**src/rpsf_map.vh**
```
// register map and field constants for the rx port status and frequency block
`ifndef RPSF_MAP_VH
`define RPSF_MAP_VH
`define RPSF_ADDR_PORT_SEL 8'h4C
`define RPSF_ADDR_STS2 8'h4E
`define RPSF_ADDR_FREQ_INT 8'h4F
`define RPSF_ADDR_FREQ_FRAC 8'h50
`define RPSF_SEL_READ_BIT 4
`define RPSF_SEL_WR1_BIT 1
`define RPSF_SEL_WR0_BIT 0
`define RPSF_SEL_MASK 8'h13
`define RPSF_BIT_LEN_UNSTABLE 7
`define RPSF_BIT_LEN_CHG 6
`define RPSF_BIT_ENC_ERR 5
`define RPSF_BIT_BUF_ERR 4
`define RPSF_BIT_VIDEO_ERR 3
`define RPSF_BIT_FREQUENCY_SETTLED_FLAG 2
`define RPSF_BIT_CABLE_FAULT 1
`define RPSF_BIT_CNT_CHG 0
`define RPSF_RESET_BYTE 8'h00
`define RPSF_MIN_ERR_THRESHOLD 8'h01
`endif

```
**src/rpsf_regs.v**
```verilog
// paged status and frequency registers for two receive ports
// Operation
// - set unstable flag; held until read
// - line length change flag, clear on read
// - encoder error flag, clear on read
// - encoder errors need counting, threshold above one
// - buffer overflow flag, clear on read
// - video receive error summary, read only
// - cable fault when link expected, no clock
// - line count change flag, clear on read
// - frequency integer megahertz at 0x4F
// - frequency fraction 1/256 MHz at 0x50
// - one copy per port, paged by 0x4C
// - read port bit selects read copy
// - per port write enables, any combination
`timescale 1ns/1ps
`include "rpsf_map.vh"
module rpsf_regs #(
    parameter STABLE_COUNT = 4
) (
    input wire REF_CLK_I,
    input wire RST_N_I,
    input wire REG_WR_I,
    input wire REG_RD_I,
    input wire [7:0] REG_ADDR_I,
    input wire [7:0] REG_WDATA_I,
    output reg [7:0] REG_RDATA_O,
    output reg [1:0] PORT_WR_EN_O,
    input wire [1:0] LINE_LENGTH_INSTABILITY_FLAG_I,
    input wire [1:0] LINE_LENGTH_CHANGED_FLAG_I,
    input wire [1:0] ENC_ERR_I,
    input wire [1:0] ERR_COUNT_EN_I,
    input wire [15:0] LINK_ERR_THRESHOLD_I,
    input wire [1:0] BUF_OVERFLOW_I,
    input wire [1:0] VIDEO_RX_ERR_I,
    input wire [1:0] LINK_EXPECTED_I,
    input wire [1:0] LINK_CLK_SEEN_I,
    input wire [1:0] LINE_COUNT_CHANGED_FLAG_I,
    input wire [1:0] MEAS_VALID_I,
    input wire [15:0] MEAS_INT_I,
    input wire [15:0] MEAS_FRAC_I
);
    reg [7:0] sel_q;
    reg [1:0] vid_s1_q;
    reg [1:0] vid_s2_q;
    reg [1:0] exp_s1_q;
    reg [1:0] exp_s2_q;
    reg [1:0] clk_s1_q;
    reg [1:0] clk_s2_q;
    reg [7:0] rdata_d;
    wire [15:0] sts;
    wire [15:0] fint;
    wire [15:0] ffrac;
    wire rd_port;
    wire sts_read;
    wire [1:0] clr;
    assign rd_port = sel_q[`RPSF_SEL_READ_BIT];
    assign sts_read = REG_RD_I & (REG_ADDR_I == `RPSF_ADDR_STS2);
    // clear only the port whose copy was read
    assign clr = {sts_read & rd_port, sts_read & ~rd_port};
    // pin-level status passes two flops before use
    always @(posedge REF_CLK_I or negedge RST_N_I) begin
        if (!RST_N_I) begin
            vid_s1_q <= 2'h0;
            vid_s2_q <= 2'h0;
            exp_s1_q <= 2'h0;
            exp_s2_q <= 2'h0;
            clk_s1_q <= 2'h0;
            clk_s2_q <= 2'h0;
        end else begin
            vid_s1_q <= VIDEO_RX_ERR_I;
            vid_s2_q <= vid_s1_q;
            exp_s1_q <= LINK_EXPECTED_I;
            exp_s2_q <= exp_s1_q;
            clk_s1_q <= LINK_CLK_SEEN_I;
            clk_s2_q <= clk_s1_q;
        end
    end
    genvar p;
    generate
        for (p = 0; p < 2; p = p + 1) begin : g_port
            rpsf_port #(.STABLE_COUNT(STABLE_COUNT)) u_port (
                .clk_i(REF_CLK_I),
                .rst_n_i(RST_N_I),
                .line_length_instability_flag_i(LINE_LENGTH_INSTABILITY_FLAG_I[p]),
                .line_length_changed_flag_i(LINE_LENGTH_CHANGED_FLAG_I[p]),
                .enc_err_i(ENC_ERR_I[p]),
                .err_count_en_i(ERR_COUNT_EN_I[p]),
                .link_err_threshold_i(LINK_ERR_THRESHOLD_I[p*8 +: 8]),
                .buf_overflow_i(BUF_OVERFLOW_I[p]),
                .video_rx_err_i(vid_s2_q[p]),
                .link_expected_i(exp_s2_q[p]),
                .link_clk_seen_i(clk_s2_q[p]),
                .line_count_changed_flag_i(LINE_COUNT_CHANGED_FLAG_I[p]),
                .meas_valid_i(MEAS_VALID_I[p]),
                .meas_int_i(MEAS_INT_I[p*8 +: 8]),
                .meas_frac_i(MEAS_FRAC_I[p*8 +: 8]),
                .clr_i(clr[p]),
                .sts_o(sts[p*8 +: 8]),
                .freq_int_o(fint[p*8 +: 8]),
                .freq_frac_o(ffrac[p*8 +: 8])
            );
        end
    endgenerate
    always @* begin
        rdata_d = `RPSF_RESET_BYTE;
        case (REG_ADDR_I)
            `RPSF_ADDR_PORT_SEL: rdata_d = sel_q;
            `RPSF_ADDR_STS2: rdata_d = rd_port ? sts[15:8] : sts[7:0];
            `RPSF_ADDR_FREQ_INT: rdata_d = rd_port ? fint[15:8] : fint[7:0];
            `RPSF_ADDR_FREQ_FRAC: rdata_d = rd_port ? ffrac[15:8] : ffrac[7:0];
            default: rdata_d = `RPSF_RESET_BYTE;
        endcase
    end
    // read data is captured in the same edge that clears the flags
    always @(posedge REF_CLK_I or negedge RST_N_I) begin
        if (!RST_N_I) begin
            REG_RDATA_O <= `RPSF_RESET_BYTE;
            sel_q <= `RPSF_RESET_BYTE;
            PORT_WR_EN_O <= 2'h0;
        end else begin
            if (REG_RD_I) begin
                REG_RDATA_O <= rdata_d;
            end
            if (REG_WR_I && REG_ADDR_I == `RPSF_ADDR_PORT_SEL) begin
                sel_q <= REG_WDATA_I & `RPSF_SEL_MASK;
                PORT_WR_EN_O <= {REG_WDATA_I[`RPSF_SEL_WR1_BIT],
                    REG_WDATA_I[`RPSF_SEL_WR0_BIT]};
            end
        end
    end
endmodule

```
**src/rpsf_port.v**
```verilog
// one receive port copy of the status flags and frequency readings
`timescale 1ns/1ps
`include "rpsf_map.vh"
module rpsf_port #(
    parameter STABLE_COUNT = 4
) (
    input wire clk_i,
    input wire rst_n_i,
    input wire line_length_instability_flag_i,
    input wire line_length_changed_flag_i,
    input wire enc_err_i,
    input wire err_count_en_i,
    input wire [7:0] link_err_threshold_i,
    input wire buf_overflow_i,
    input wire video_rx_err_i,
    input wire link_expected_i,
    input wire link_clk_seen_i,
    input wire line_count_changed_flag_i,
    input wire meas_valid_i,
    input wire [7:0] meas_int_i,
    input wire [7:0] meas_frac_i,
    input wire clr_i,
    output wire [7:0] sts_o,
    output wire [7:0] freq_int_o,
    output wire [7:0] freq_frac_o
);
    reg len_unstable_q;
    reg len_chg_q;
    reg enc_err_q;
    reg buf_err_q;
    reg cnt_chg_q;
    reg stable_q;
    reg [7:0] int_q;
    reg [7:0] frac_q;
    reg [3:0] agree_q;
    wire enc_ok;
    wire same;
    assign enc_ok = enc_err_i & err_count_en_i
        & (link_err_threshold_i > `RPSF_MIN_ERR_THRESHOLD);
    assign same = (meas_int_i == int_q) & (meas_frac_i == frac_q);
    // set wins over the clearing read, so no event is lost
    always @(posedge clk_i or negedge rst_n_i) begin
        if (!rst_n_i) begin
            len_unstable_q <= 1'b0;
            len_chg_q <= 1'b0;
            enc_err_q <= 1'b0;
            buf_err_q <= 1'b0;
            cnt_chg_q <= 1'b0;
        end else begin
            len_unstable_q <= line_length_instability_flag_i | (len_unstable_q & ~clr_i);
            len_chg_q <= line_length_changed_flag_i | (len_chg_q & ~clr_i);
            enc_err_q <= enc_ok | (enc_err_q & ~clr_i);
            buf_err_q <= buf_overflow_i | (buf_err_q & ~clr_i);
            cnt_chg_q <= line_count_changed_flag_i | (cnt_chg_q & ~clr_i);
        end
    end
    always @(posedge clk_i or negedge rst_n_i) begin
        if (!rst_n_i) begin
            int_q <= `RPSF_RESET_BYTE;
            frac_q <= `RPSF_RESET_BYTE;
            agree_q <= 4'h0;
            stable_q <= 1'b0;
        end else if (meas_valid_i) begin
            int_q <= meas_int_i;
            frac_q <= meas_frac_i;
            if (!same) begin
                agree_q <= 4'h0;
                stable_q <= 1'b0;
            end else if (agree_q >= STABLE_COUNT[3:0] - 4'h1) begin
                stable_q <= 1'b1;
            end else begin
                agree_q <= agree_q + 4'h1;
            end
        end
    end
    assign sts_o = {len_unstable_q, len_chg_q, enc_err_q, buf_err_q, video_rx_err_i,
        stable_q, link_expected_i & ~link_clk_seen_i, cnt_chg_q};
    assign freq_int_o = int_q;
    assign freq_frac_o = frac_q;
endmodule

```
**config.mk**
```make
export PLATFORM = sky130hd
export DESIGN_NAME = rpsf_regs
export DESIGN_NICKNAME = d
export VERILOG_FILES = /design/src/rpsf_regs.v /design/src/rpsf_port.v
export VERILOG_INCLUDE_DIRS = /design/src
export SDC_FILE = /design/constraint.sdc
export NUM_CORES = 1
export LEC_CHECK = 0
export BUFFER_PORTS_ARGS = -buffer_cell sky130_fd_sc_hd__buf_2
export CAP_MARGIN = 20
export CORE_AREA = 2 2 81 103
export DETAILED_ROUTE_END_ITERATION = 7
export DIE_AREA = 0 0 83 105
export GPL_TIMING_DRIVEN = 1
export PLACE_DENSITY = 0.74
export SYNTH_ARGS = -nofsm -noshare
export SYNTH_HDL_FRONTEND = slang
export SYNTH_SLANG_ARGS = --single-unit
```
**constraint.sdc**
```tcl
create_clock -name REF_CLK_I -period 1.45 [get_ports REF_CLK_I]
set_input_delay 0.3625 -clock REF_CLK_I [delete_from_list [all_inputs] [get_ports REF_CLK_I]]
set_output_delay 0.3625 -clock REF_CLK_I [all_outputs]
set_load 0.02 [all_outputs]
```
==> results.md, run 1 <==
- outcome: complete, but fails checks
- violated checks: negative setup slack
- site row count: 36
- total CTS buffers: 9
- routability congestion estimate from global placement: 0.908
- count of final hold-check violations: 0
- Worst Path Buf+Inv: 2
- required time of the critical path: 1.73 ns
- Final Skew: 0.0153 ns
- Worst EP arrival: 1.96 ns
- most common cell after layout, fill and taps aside: buf_2
- filler cell count in the final layout: 612
- largest fanout on the critical path: 3
- XOR/XNOR Fraction of Synth Area: 0.0792
- Antenna Nets Post-Route: 0
- number of warnings reported in the yosys synthesis log: 0
- routed length per instance: 16.3 um
- Port Buf Inserts: 90
- library cell contributing the largest single delay on the critical path: dfrtp_1
- count of cell instances traversed by the critical path: 7
- mux cell area share after synthesis: 0.185
- Seq cells post-synth: 75
- R2R Setup Slk: -0.23 ns
- DP Area: 4430 sq um
- maximum buffer depth of the clock tree: 2
- utilization after layout: 0.628
- via density per instance: 5.30
- slew at the pin closest to its max-slew limit: 0.459 ns
- syn_nets: 371
- vias: 2763
- multi-input combinational cell area: 1680 sq um
- CTS H-tree depth: 3
- fin nets: 511
- largest family of logic cells by synthesized area: multiplexers
- global-route wire length before repair: 14000 um
- maximum frequency from static timing analysis: 596 MHz
- Max-cap violations: 0
- most used cells in the layout excluding fill and tap cells: buf_2, dfrtp_1, buf_4
- endpoint of the worst register-to-register path: g_port[0].u_port.agree_q[2]
- first element of the critical path: g_port[0].u_port.freq_frac_o[0]
- part of the Yosys area used for sequential elements: 0.530
- number of iterations in the first detailed-routing pass: 4
- Synth Instances: 281
- Cell Area, Synth: 3540 sq um
- fraction of the mapped netlist area in compound gates: 0.0785
- element type at the critical path start: register
- vias in the first global route: 2941
- die outline width: 83 um
- 1st-iter DRT viols: 191
- floorplan die area: 8720 sq um
- path type of the worst min-delay path: in2reg
- Worst Setup Slack post-DPL: -0.369 ns
- class of the most critical setup path: reg2reg
- family with the most delay on the worst path: simple AND/OR/NAND/NOR gates
- Detailed Place HPWL: 6460 um
- Die H: 105 um
- leakage: 2.19 nW
- Placed Instances: 499
- worst skew pair latency: 0.35 ns
- Max-Slew Margin vs Limit: 0.694
- unrepaired setup endpoints after global routing: true
- Post-Synth Adder-Cell Area: 0.00707
- launching point of the worst reg2reg path: g_port[0].u_port.freq_frac_o[0]
- share of the clock period used by the worst path after layout: 1.16
- Critical Path Sink: g_port[0].u_port.agree_q[2]
- crit path time final: 1.68 ns
- number of unique standard cell types used by synthesis: 38
- Starting Density: 0.459
- cell area power density: 977 nW/um^2
- library cell appearing most often on the critical path: buf_4
- maximum number of pins on one net before global-route repair: 36
- Core Box Area: 7700 sq um
- peak per-stage delay on the critical path: 0.40 ns
- category of the worst setup path capture point: register
- ordered cell list for the critical path: xor2_1, nor4_2, buf_4, nand4_1, buf_4, nand2_2, and2_1
- boundary pin count: 98
- CTS tree: built
- simple-gate area share of the yosys netlist: 0.0909
- Max rail drop VDD: 0.000757 V
- crit path setup slack, layout: -0.227 ns
- Reg area: 1880 sq um
- clock transition at the registers of the reported paths: 0.08 ns
- non-filler instance count after layout: 521
- count of final setup violators: 14
- total DRC errors in the routed layout: 0
- total global-route track usage: 0.206
- Clock Sinks: 75
- final design instance area without fill: 4840 sq um
- layout cell share with drive strength beyond 1: 0.533
- GR Overflow Total: 0
- Avg Synthesized Cell Area: 12.6 sq um
- layout-stage area growth over the synthesis result: 36.7%
- antenna violations before repair: 0
- number of slew-limit violations in the final report: 0
- total power of the final layout: 0.00473 W
- cell chosen for the clock root: clkbuf_8
- wirelength, routed: 8510 um
- number of cells on the worst reg-to-reg path: 7
- number of diodes added for antenna fixing: 0
[layout make-up]
cell class / count / area share
tap: 95 / 0.0246
multi-input combinational: 185 / 0.348
sequential: 75 / 0.388
clock inverter: 5 / 0.0127
clock buffer: 11 / 0.0313
timing repair buffer: 142 / 0.189
inverter: 8 / 0.00621
[Yosys cell counts (all sizes together)]
cell	number	area, sq um
inv	8	30.0
nor4b	2	38.8
o21a	2	15.0
nor4	10	62.6
and3b	1	8.76
a311oi	1	15.0
xor2	32	280
mux4	3	67.6
a211oi	1	7.51
nor2	14	52.6
nand3b	1	7.51
a22o	3	26.3
ha	2	25.0
a32oi	1	8.76
nand4	2	12.5
nor3	4	20.0
nand2	11	41.3
nand3	3	15.0
o21ai	3	15.0
and4bb	1	12.5
a21o	8	60.1
mux2	38	428
a21oi	2	10.0
a32o	2	20.0
a221oi	1	8.76
clkbuf	6	22.5
buf	7	48.8
a31oi	1	6.26
dfrtp	75	1880
and3	1	6.26
o32ai	4	35.0
nor2b	3	18.8
mux2i	16	160
o22ai	8	50.1
and2	4	25.0
[metal layers]
layer / track usage / share of wire
met1: 0.236 / 0.38
met2: 0.358 / 0.54
met3: 0.0537 / 0.043
met4: 0.0972 / 0.030
met5: 0 / 0
[worst reg2reg max path, cell delays in order, from the launching register on]
cell,delay (ns)
dfrtp_1,0.40
xor2_1,0.16
nor4_2,0.34
buf_4,0.17
nand4_1,0.15
buf_4,0.19
nand2_2,0.06
and2_1,0.13
[worst min-delay path by stage]
stage | from | to | slack (ns) | cells past startpoint
2_1_floorplan | RST_N_I | PORT_WR_EN_O[0] | 0.07 | 0
3_3_place_gp | RST_N_I | g_port[0].u_port.agree_q[3] | 0.31 | 1
3_5_place_dp | RST_N_I | g_port[0].u_port.agree_q[2] | 0.31 | 1
4_1_cts | LINK_EXPECTED_I[0] | exp_s1_q[0] | 0.09 | 1
5_1_grt | LINK_EXPECTED_I[1] | exp_s1_q[1] | 0.09 | 1
6_report | LINK_EXPECTED_I[0] | exp_s1_q[0] | 0.11 | 1
[logic make-up after synthesis]
logic type,Yosys count
DFF,75
muxes,57
and+or+nand+nor,57
AOI/OAI and AO/OA,37
xor gates and xnor gates,32
buffers and inverters,21
adders and majority gates,2
[through the flow]
step,hold slack [ns],TNS [ns]
floorplan,0.0669,-0.0266
global placement,0.307,-4.54
detailed placement,0.308,-4.78
CTS,0.0910,-1.04
global route,0.0856,-3.15
finish,0.112,-1.90
[timing repair]
action / 4_1_cts / 5_1_grt
pin swaps: 21 / 8
gates cloned: 0 / 0
endpoints found under the hold margin: 13 / 0
endpoints found under the setup margin: 16 / 18
resized for setup: 21 / 16
hold buffers: 1 / 0
setup buffers: 3 / 3
[registers in the layout, indices dropped and copies added (netlist names)]
name	flops
exp_s2_q	2
g_port.u_port.len_unstable_q	2
exp_s1_q	2
g_port.u_port.buf_err_q	2
vid_s2_q	2
REG_RDATA_O	8
clk_s1_q	2
sel_q	2
g_port.u_port.stable_q	2
g_port.u_port.agree_q	8
PORT_WR_EN_O	1
g_port.u_port.len_chg_q	2
g_port.u_port.freq_int_o	16
g_port.u_port.enc_err_q	2
clk_s2_q	2
g_port.u_port.freq_frac_o	16
vid_s1_q	2
g_port.u_port.cnt_chg_q	2
[power by group]
| part | total [W] | leakage (nW) | internal (W) | switching [W] |
|---|---|---|---|---|
| Clock | 0.00167 | 0.0978 | 0.000891 | 0.000783 |
| Sequential | 0.00228 | 0.893 | 0.00220 | 0.0000789 |
| Combinational | 0.000774 | 1.20 | 0.000436 | 0.000338 |
| Total | 0.00473 | 2.19 | 0.00353 | 0.00120 |
No activity file was read; power rests on OpenSTA's default activity.
==> inputs of run 2 (changes only) <==
--- a/config.mk
+++ b/config.mk
@@ -13,6 +13,7 @@
 export DIE_AREA = 0 0 83 105
 export GPL_TIMING_DRIVEN = 1
 export PLACE_DENSITY = 0.74
+export SETUP_SLACK_MARGIN = 0.5
 export SYNTH_ARGS = -nofsm -noshare
 export SYNTH_HDL_FRONTEND = slang
 export SYNTH_SLANG_ARGS = --single-unit
==> results.md, run 2 (same netlist as run 1, synthesis figures left out) <==
- outcome: complete, but fails checks
- violated checks: negative setup slack
- largest fanout on the critical path: 5, +2
- most used cells in the layout excluding fill and tap cells: buf_2, dfrtp_1, buf_4
- total global-route track usage: 0.201, -0.00581
- Max-Slew Margin vs Limit: 0.711, +0.0169
- crit path time final: 1.61 ns, -0.0718 ns
- layout-stage area growth over the synthesis result: 40.5%
- class of the most critical setup path: reg2reg
- maximum buffer depth of the clock tree: 2, unchanged
- share of total power in combinational logic: 0.161, -0.003
- site row count: 36, unchanged
- via density per instance: 5.20, -1.9%
- slew at the pin closest to its max-slew limit: 0.434 ns, -0.0254 ns
- number of diodes added for antenna fixing: 0, unchanged
- Max rail drop VDD: 0.000662 V, -13%
- Detailed Place HPWL: 6250 um, -3.1%
- Port Buf Inserts: 90, unchanged
- CTS H-tree depth: 3, unchanged
- path type of the worst min-delay path: in2async
- total CTS buffers: 9, unchanged
- count of final hold-check violations: 0, unchanged
- routed length per instance: 16.4 um, +0.43%
- worst skew pair latency: 0.35 ns, about the same
- Antenna Nets Post-Route: 0, unchanged
- post-route worst hold slack: 0.0117 ns, -0.100 ns
- Sum Neg Setup Slack: -1.30 ns, +0.607 ns
- floorplan die area: 8720 sq um, unchanged
- Sw Pwr: 0.00123 W, +2.6%
- number of iterations in the first detailed-routing pass: 4, unchanged
- cell internal pwr: 0.00348 W, -1.3%
- total DRC errors in the routed layout: 0, unchanged
- GR Overflow Total: 0, unchanged
- category of the worst setup path capture point: register
- Final Skew: 0.0129 ns, -0.00238 ns
- die outline width: 83 um, unchanged
- clock transition at the registers of the reported paths: 0.08 ns, about the same
- Max-cap violations: 0, unchanged
- Clock Sinks: 75, unchanged
- maximum frequency from static timing analysis: 623 MHz, +4.5%
- vias: 2727, -1.3%
- element type at the critical path start: register
- boundary pin count: 98, unchanged
- number of slew-limit violations in the final report: 0, unchanged
- unrepaired setup endpoints after global routing: true
- global-route wire length before repair: 13600 um, -3.0%
- fin nets: 514, +0.59%
- Die H: 105 um, unchanged
- share of the clock period used by the worst path after layout: 1.11, -0.0495
- switching share of power: 0.261, +0.00741
- antenna violations before repair: 0, unchanged
- vias in the first global route: 2876, -2.2%
- clock network fraction of total power: 0.354, about the same
- CTS tree: built
- most common cell after layout, fill and taps aside: buf_2
- Starting Density: 0.459, unchanged
- maximum number of pins on one net before global-route repair: 76, +110%
- count of final setup violators: 17, +3
- 1st-iter DRT viols: 156, -18%
- leakage: 2.25 nW, +2.8%
- Worst EP arrival: 1.82 ns, -0.14 ns
- crit path setup slack, layout: -0.155 ns, +0.0718 ns
- Core Box Area: 7700 sq um, unchanged
- wirelength, routed: 8590 um, +1.0%
- cell chosen for the clock root: clkbuf_8
- cell area power density: 948 nW/um^2, -3.0%
- layout cell share with drive strength beyond 1: 0.543, +0.0103
- routability congestion estimate from global placement: 0.861, -5.2%
- sequential share of power: 0.485, +0.003
- required time of the critical path: 1.67 ns, -0.06 ns
==> run 2: routing by layer <==
layer	global-route usage	wire length [um]	vias up
met5	0	0	-
met3	0.0553	312	17
met4	0.0843	290	0
met2	0.364	4730	64
met1	0.217	3270	1348
li1	-	-	1298
==> run 2: power groups by stage <==
stage	Sequential [W]	Clock, W	Combinational [W]
after floorplan	0.00231	0	0.000322
after global placement	0.00232	0	0.000680
after detailed placement	0.00232	0	0.000696
after CTS	0.00228	0.00170	0.000729
after global routing	0.00230	0.00181	0.000823
final	0.00228	0.00167	0.000758
==> run 2: final timing paths <==
check | start | endpoint | slack [ns] | depth (start not counted)
worst max-delay path | sel_q[4] | REG_RDATA_O[7] | -0.16 | 7
worst min-delay path | RST_N_I | g_port[0].u_port.freq_int_o[5] | 0.01 | 2
worst max register to register | sel_q[4] | REG_RDATA_O[7] | -0.16 | 7
worst min register to register | exp_s1_q[0] | exp_s2_q[0] | 0.35 | 0
max in group asynchronous | RST_N_I | sel_q[4] | 1.08 | 2
min in group REF_CLK_I | VIDEO_RX_ERR_I[0] | vid_s1_q[0] | 0.11 | 1
==> run 2: through the flow <==
| step | instances | cell area [sq um] | utilization | power [W] | setup WS, ns |
|---|---|---|---|---|---|
| detailed placement | 495 | 4420 | 0.574 | 0.00302 | -0.188 |
| global placement | 495 | 4420 | 0.574 | 0.00300 | -0.244 |
| CTS | 517 | 4820 | 0.625 | 0.00471 | -0.0909 |
| floorplan | 281 | 3630 | - | 0.00263 | -0.0234 |
| global route | 524 | 4970 | 0.645 | 0.00493 | -0.252 |
| finish | 524 | 4970 | 0.645 | 0.00471 | -0.155 |
==> run 2: critical path, stage by stage, from the launching register on <==
cell,delay [ns]
dfrtp_2,0.47
buf_4,0.16
buf_6,0.10
buf_6,0.12
mux2i_1,0.26
o32ai_2,0.14
nor2_1,0.14
o22ai_1,0.08
==> run 2: what timing repair did <==
item,4_1_cts,5_1_grt
hold buffers,0,0
gates resized for setup,38,20
pin swaps,9,9
setup endpoints to repair,41,41
setup buffers,6,7
==> run 2: area by class of cell <==
| cell class | instances | area (sq um) |
|---|---|---|
| clock buffer | 10 | 138 |
| inverter | 8 | 30.0 |
| fill | 579 | 2730 |
| sequential | 75 | 1880 |
| multi-input combinational | 185 | 1740 |
| timing repair buffer | 145 | 992 |
| clock inverter | 6 | 72.6 |
| tap | 95 | 119 |
==> inputs of run 3 (changes only) <==
--- a/config.mk
+++ b/config.mk
@@ -8,12 +8,13 @@
 export LEC_CHECK = 0
 export BUFFER_PORTS_ARGS = -buffer_cell sky130_fd_sc_hd__buf_2
 export CAP_MARGIN = 20
-export CORE_AREA = 2 2 81 103
+export CORE_AREA = 2 2 82 104
 export DETAILED_ROUTE_END_ITERATION = 7
-export DIE_AREA = 0 0 83 105
+export DIE_AREA = 0 0 84 106
 export GPL_TIMING_DRIVEN = 1
-export PLACE_DENSITY = 0.74
+export PLACE_DENSITY = 0.75
 export SETUP_SLACK_MARGIN = 0.5
 export SYNTH_ARGS = -nofsm -noshare
 export SYNTH_HDL_FRONTEND = slang
+export SYNTH_HIERARCHICAL = 1
 export SYNTH_SLANG_ARGS = --single-unit
==> results.md, run 3 <==
- share of the synthesized area in the top cell type: 0.502, -0.0284
- CTS H-tree depth: 3, unchanged
- Clock Sinks: 75, unchanged
- most used cells in the layout excluding fill and tap cells: buf_2, dfrtp_1, buf_4
- launching point of the worst reg2reg path: g_port[1].u_port/freq_frac_o[5]
- Final Skew: 0.00606 ns, -0.00687 ns
- worst skew pair latency: 0.36 ns, about the same
- layout cell share with drive strength beyond 1: 0.562, +0.0186
- maximum frequency from static timing analysis: 634 MHz, +1.7%
- element type at the critical path start: register
- non-filler instance count after layout: 526, +0.38%
- switching share of power: 0.265, +0.00434
- Detailed Place HPWL: 6410 um, +2.5%
- cell chosen for the clock root: clkbuf_8
- die outline width: 84 um, +1.2%
- maximum buffer depth of the clock tree: 2, unchanged
- class of the most critical setup path: reg2reg
- layout-stage area growth over the synthesis result: 37.2%
- count of final hold-check violations: 0, unchanged
- antenna violations before repair: 0, unchanged
- outcome: complete, but fails checks
- Seq cells post-synth: 75, unchanged
- routability congestion estimate from global placement: 0.927, +7.6%
- crit path setup slack, layout: -0.128 ns, +0.0272 ns
- Sum Neg Setup Slack: -0.637 ns, +0.661 ns
- filler cell count in the final layout: 585, +1.0%
- number of warnings reported in the yosys synthesis log: 6, +6
- slew at the pin closest to its max-slew limit: 0.465 ns, +0.0310 ns
- share of total power in combinational logic: 0.181, +0.020
- vias in the first global route: 2983, +3.7%
- Worst Setup Slack post-DPL: -0.246 ns, -0.0577 ns
- most common cell after layout, fill and taps aside: buf_2
- Avg Synthesized Cell Area: 12.6 sq um, +0.30%
- Die H: 106 um, +0.95%
- EDFF count, synth: 0, unchanged
- Max rail drop VDD: 0.000507 V, -23%
- sequential share of power: 0.484, about the same
- global-route wire length before repair: 14300 um, +5.4%
- Placed Instances: 496, +0.20%
- total global-route track usage: 0.209, +0.00863
- final design instance area without fill: 5130 sq um, +3.2%
- clock network fraction of total power: 0.334, -0.020
- Sw Pwr: 0.00125 W, +2.0%
- cell internal pwr: 0.00347 W, -0.28%
- boundary pin count: 98, unchanged
- Port Buf Inserts: 90, unchanged
- count of final setup violators: 11, -6
- number of iterations in the first detailed-routing pass: 5, +1
- site row count: 37, +2.8%
- endpoint of the worst register-to-register path: g_port[1].u_port/agree_q[0]
- syn_nets: 386, +4.0%
- number of slew-limit violations in the final report: 0, unchanged
- Max-cap violations: 0, unchanged
- Antenna Nets Post-Route: 0, unchanged
- maximum number of pins on one net before global-route repair: 40, -47%
- largest fanout on the critical path: 3, -2
- 1st-iter DRT viols: 165, +5.8%
- fin nets: 514, unchanged
- Starting Density: 0.467, +0.00741
- top cell type by total area after synthesis: dfrtp_1
- total CTS buffers: 9, unchanged
- crit path time final: 1.58 ns, -0.0272 ns
- part of the Yosys area used for sequential elements: 0.502, -0.0284
- cell area power density: 921 nW/um^2, -2.8%
- clock transition at the registers of the reported paths: 0.08 ns, about the same
- category of the worst setup path capture point: register
- async set-reset flop share out of synthesis: 1.00, unchanged
- top-count cell post-synth: dfrtp_1
- DP Area: 4500 sq um, +1.7%
- vias: 2814, +3.2%
- number of unique standard cell types used by synthesis: 44, +16%
- Worst EP arrival: 1.88 ns, +0.06 ns
- number of cells on the worst reg-to-reg path: 6, -1
- violated checks: negative setup slack
- leading post-synthesis cells by cell area: dfrtp_1, mux2_2, xor2_1
- leakage: 2.28 nW, +1.3%
- floorplan die area: 8900 sq um, +2.2%
- CTS tree: built
- R2R Setup Slk: -0.13 ns, +0.03 ns
- top cell types by occurrence after synthesis: dfrtp_1, mux2_2, xor2_1
- required time of the critical path: 1.75 ns, +0.08 ns
- Synth Instances: 296, +5.3%
- total power of the final layout: 0.00473 W, +0.31%
- Max-Slew Margin vs Limit: 0.690, -0.0207
- unrepaired setup endpoints after global routing: true
- number of diodes added for antenna fixing: 0, unchanged
- routed length per instance: 17.5 um, +6.9%
- path type of the worst min-delay path: in2async
- Cell Area, Synth: 3740 sq um, +5.7%
- total DRC errors in the routed layout: 0, unchanged
- Core Box Area: 8010 sq um, +4.0%
- wirelength, routed: 9220 um, +7.3%
- flip-flop cell with the highest count after synthesis: dfrtp_1
- share of the clock period used by the worst path after layout: 1.09, -0.0188
- via density per instance: 5.35, +2.8%
- GR Overflow Total: 0, unchanged
[run 3: layer usage]
metal,GRT usage,part of all wire
met5,0,0
met4,0.127,0.050
met3,0.0365,0.044
met2,0.364,0.54
met1,0.239,0.37
[run 3: power by group through the flow]
stage | registers (W) | clock network [W] | logic [W]
floorplan | 0.00232 | 0 | 0.000336
global placement | 0.00232 | 0 | 0.000692
detailed placement | 0.00232 | 0 | 0.000709
CTS | 0.00228 | 0.00161 | 0.000831
global route | 0.00230 | 0.00170 | 0.000918
finish | 0.00229 | 0.00158 | 0.000857
[run 3: logic make-up (layout without fill, tap and decap cells)]
group,Yosys count,count (layout),share of synthesized area
compound gates,37,37,0.0873
xor+xnor,32,32,0.0750
fa+ha+maj,2,2,0.00669
buf+inv,35,168,0.0542
flops,75,75,0.502
mux,57,57,0.180
simple gates,58,58,0.0950
[run 3: layout make-up]
cell class	count	area, sq um	area share
clock inverter	7	68.8	0.0134
clock buffer	9	124	0.0241
multi-input combinational	186	1850	0.361
tap	97	121	0.0237
timing repair buffer	143	1050	0.205
sequential	75	1880	0.366
inverter	9	38.8	0.00756
[run 3: worst max-delay path, stage by stage (launching register included)]
cell and delay (ns):
dfrtp_1 0.39, xor2_1 0.16, nor4_2 0.31, buf_4 0.17, nand4_1 0.15, o21ai_2 0.19
mux2_4 0.16
[run 3: timing repair]
action / CTS / global route
gates resized for setup: 76 / 8
hold endpoints to repair: 10 / 0
gates cloned: 1 / 0
hold buffers: 1 / 0
setup endpoints to repair: 41 / 53
setup buffers: 10 / 2
pin swaps: 25 / 6
[run 3: worst max-delay path by stage]
stage	start	endpoint	slack, ns	depth (start not counted)
finish	g_port[1].u_port/freq_frac_o[5]	g_port[1].u_port/agree_q[0]	-0.13	6
global route	g_port[1].u_port/freq_frac_o[5]	g_port[1].u_port/agree_q[0]	-0.22	6
CTS	g_port[1].u_port/freq_frac_o[5]	g_port[1].u_port/agree_q[0]	-0.11	6
detailed placement	MEAS_FRAC_I[13]	g_port[1].u_port/agree_q[0]	-0.25	7
global placement	MEAS_FRAC_I[13]	g_port[1].u_port/agree_q[0]	-0.19	7
floorplan	REG_ADDR_I[0]	REG_RDATA_O[2]	-0.008	5
[run 3: per-stage QoR]
| step | hold WS (ns) | utilization |
|---|---|---|
| finish | 0.0295 | 0.641 |
| global route | 0.0430 | 0.641 |
| CTS | 0.0245 | 0.635 |
| detailed placement | 0.278 | 0.561 |
| global placement | 0.275 | 0.561 |
| floorplan | 0.0669 | - |
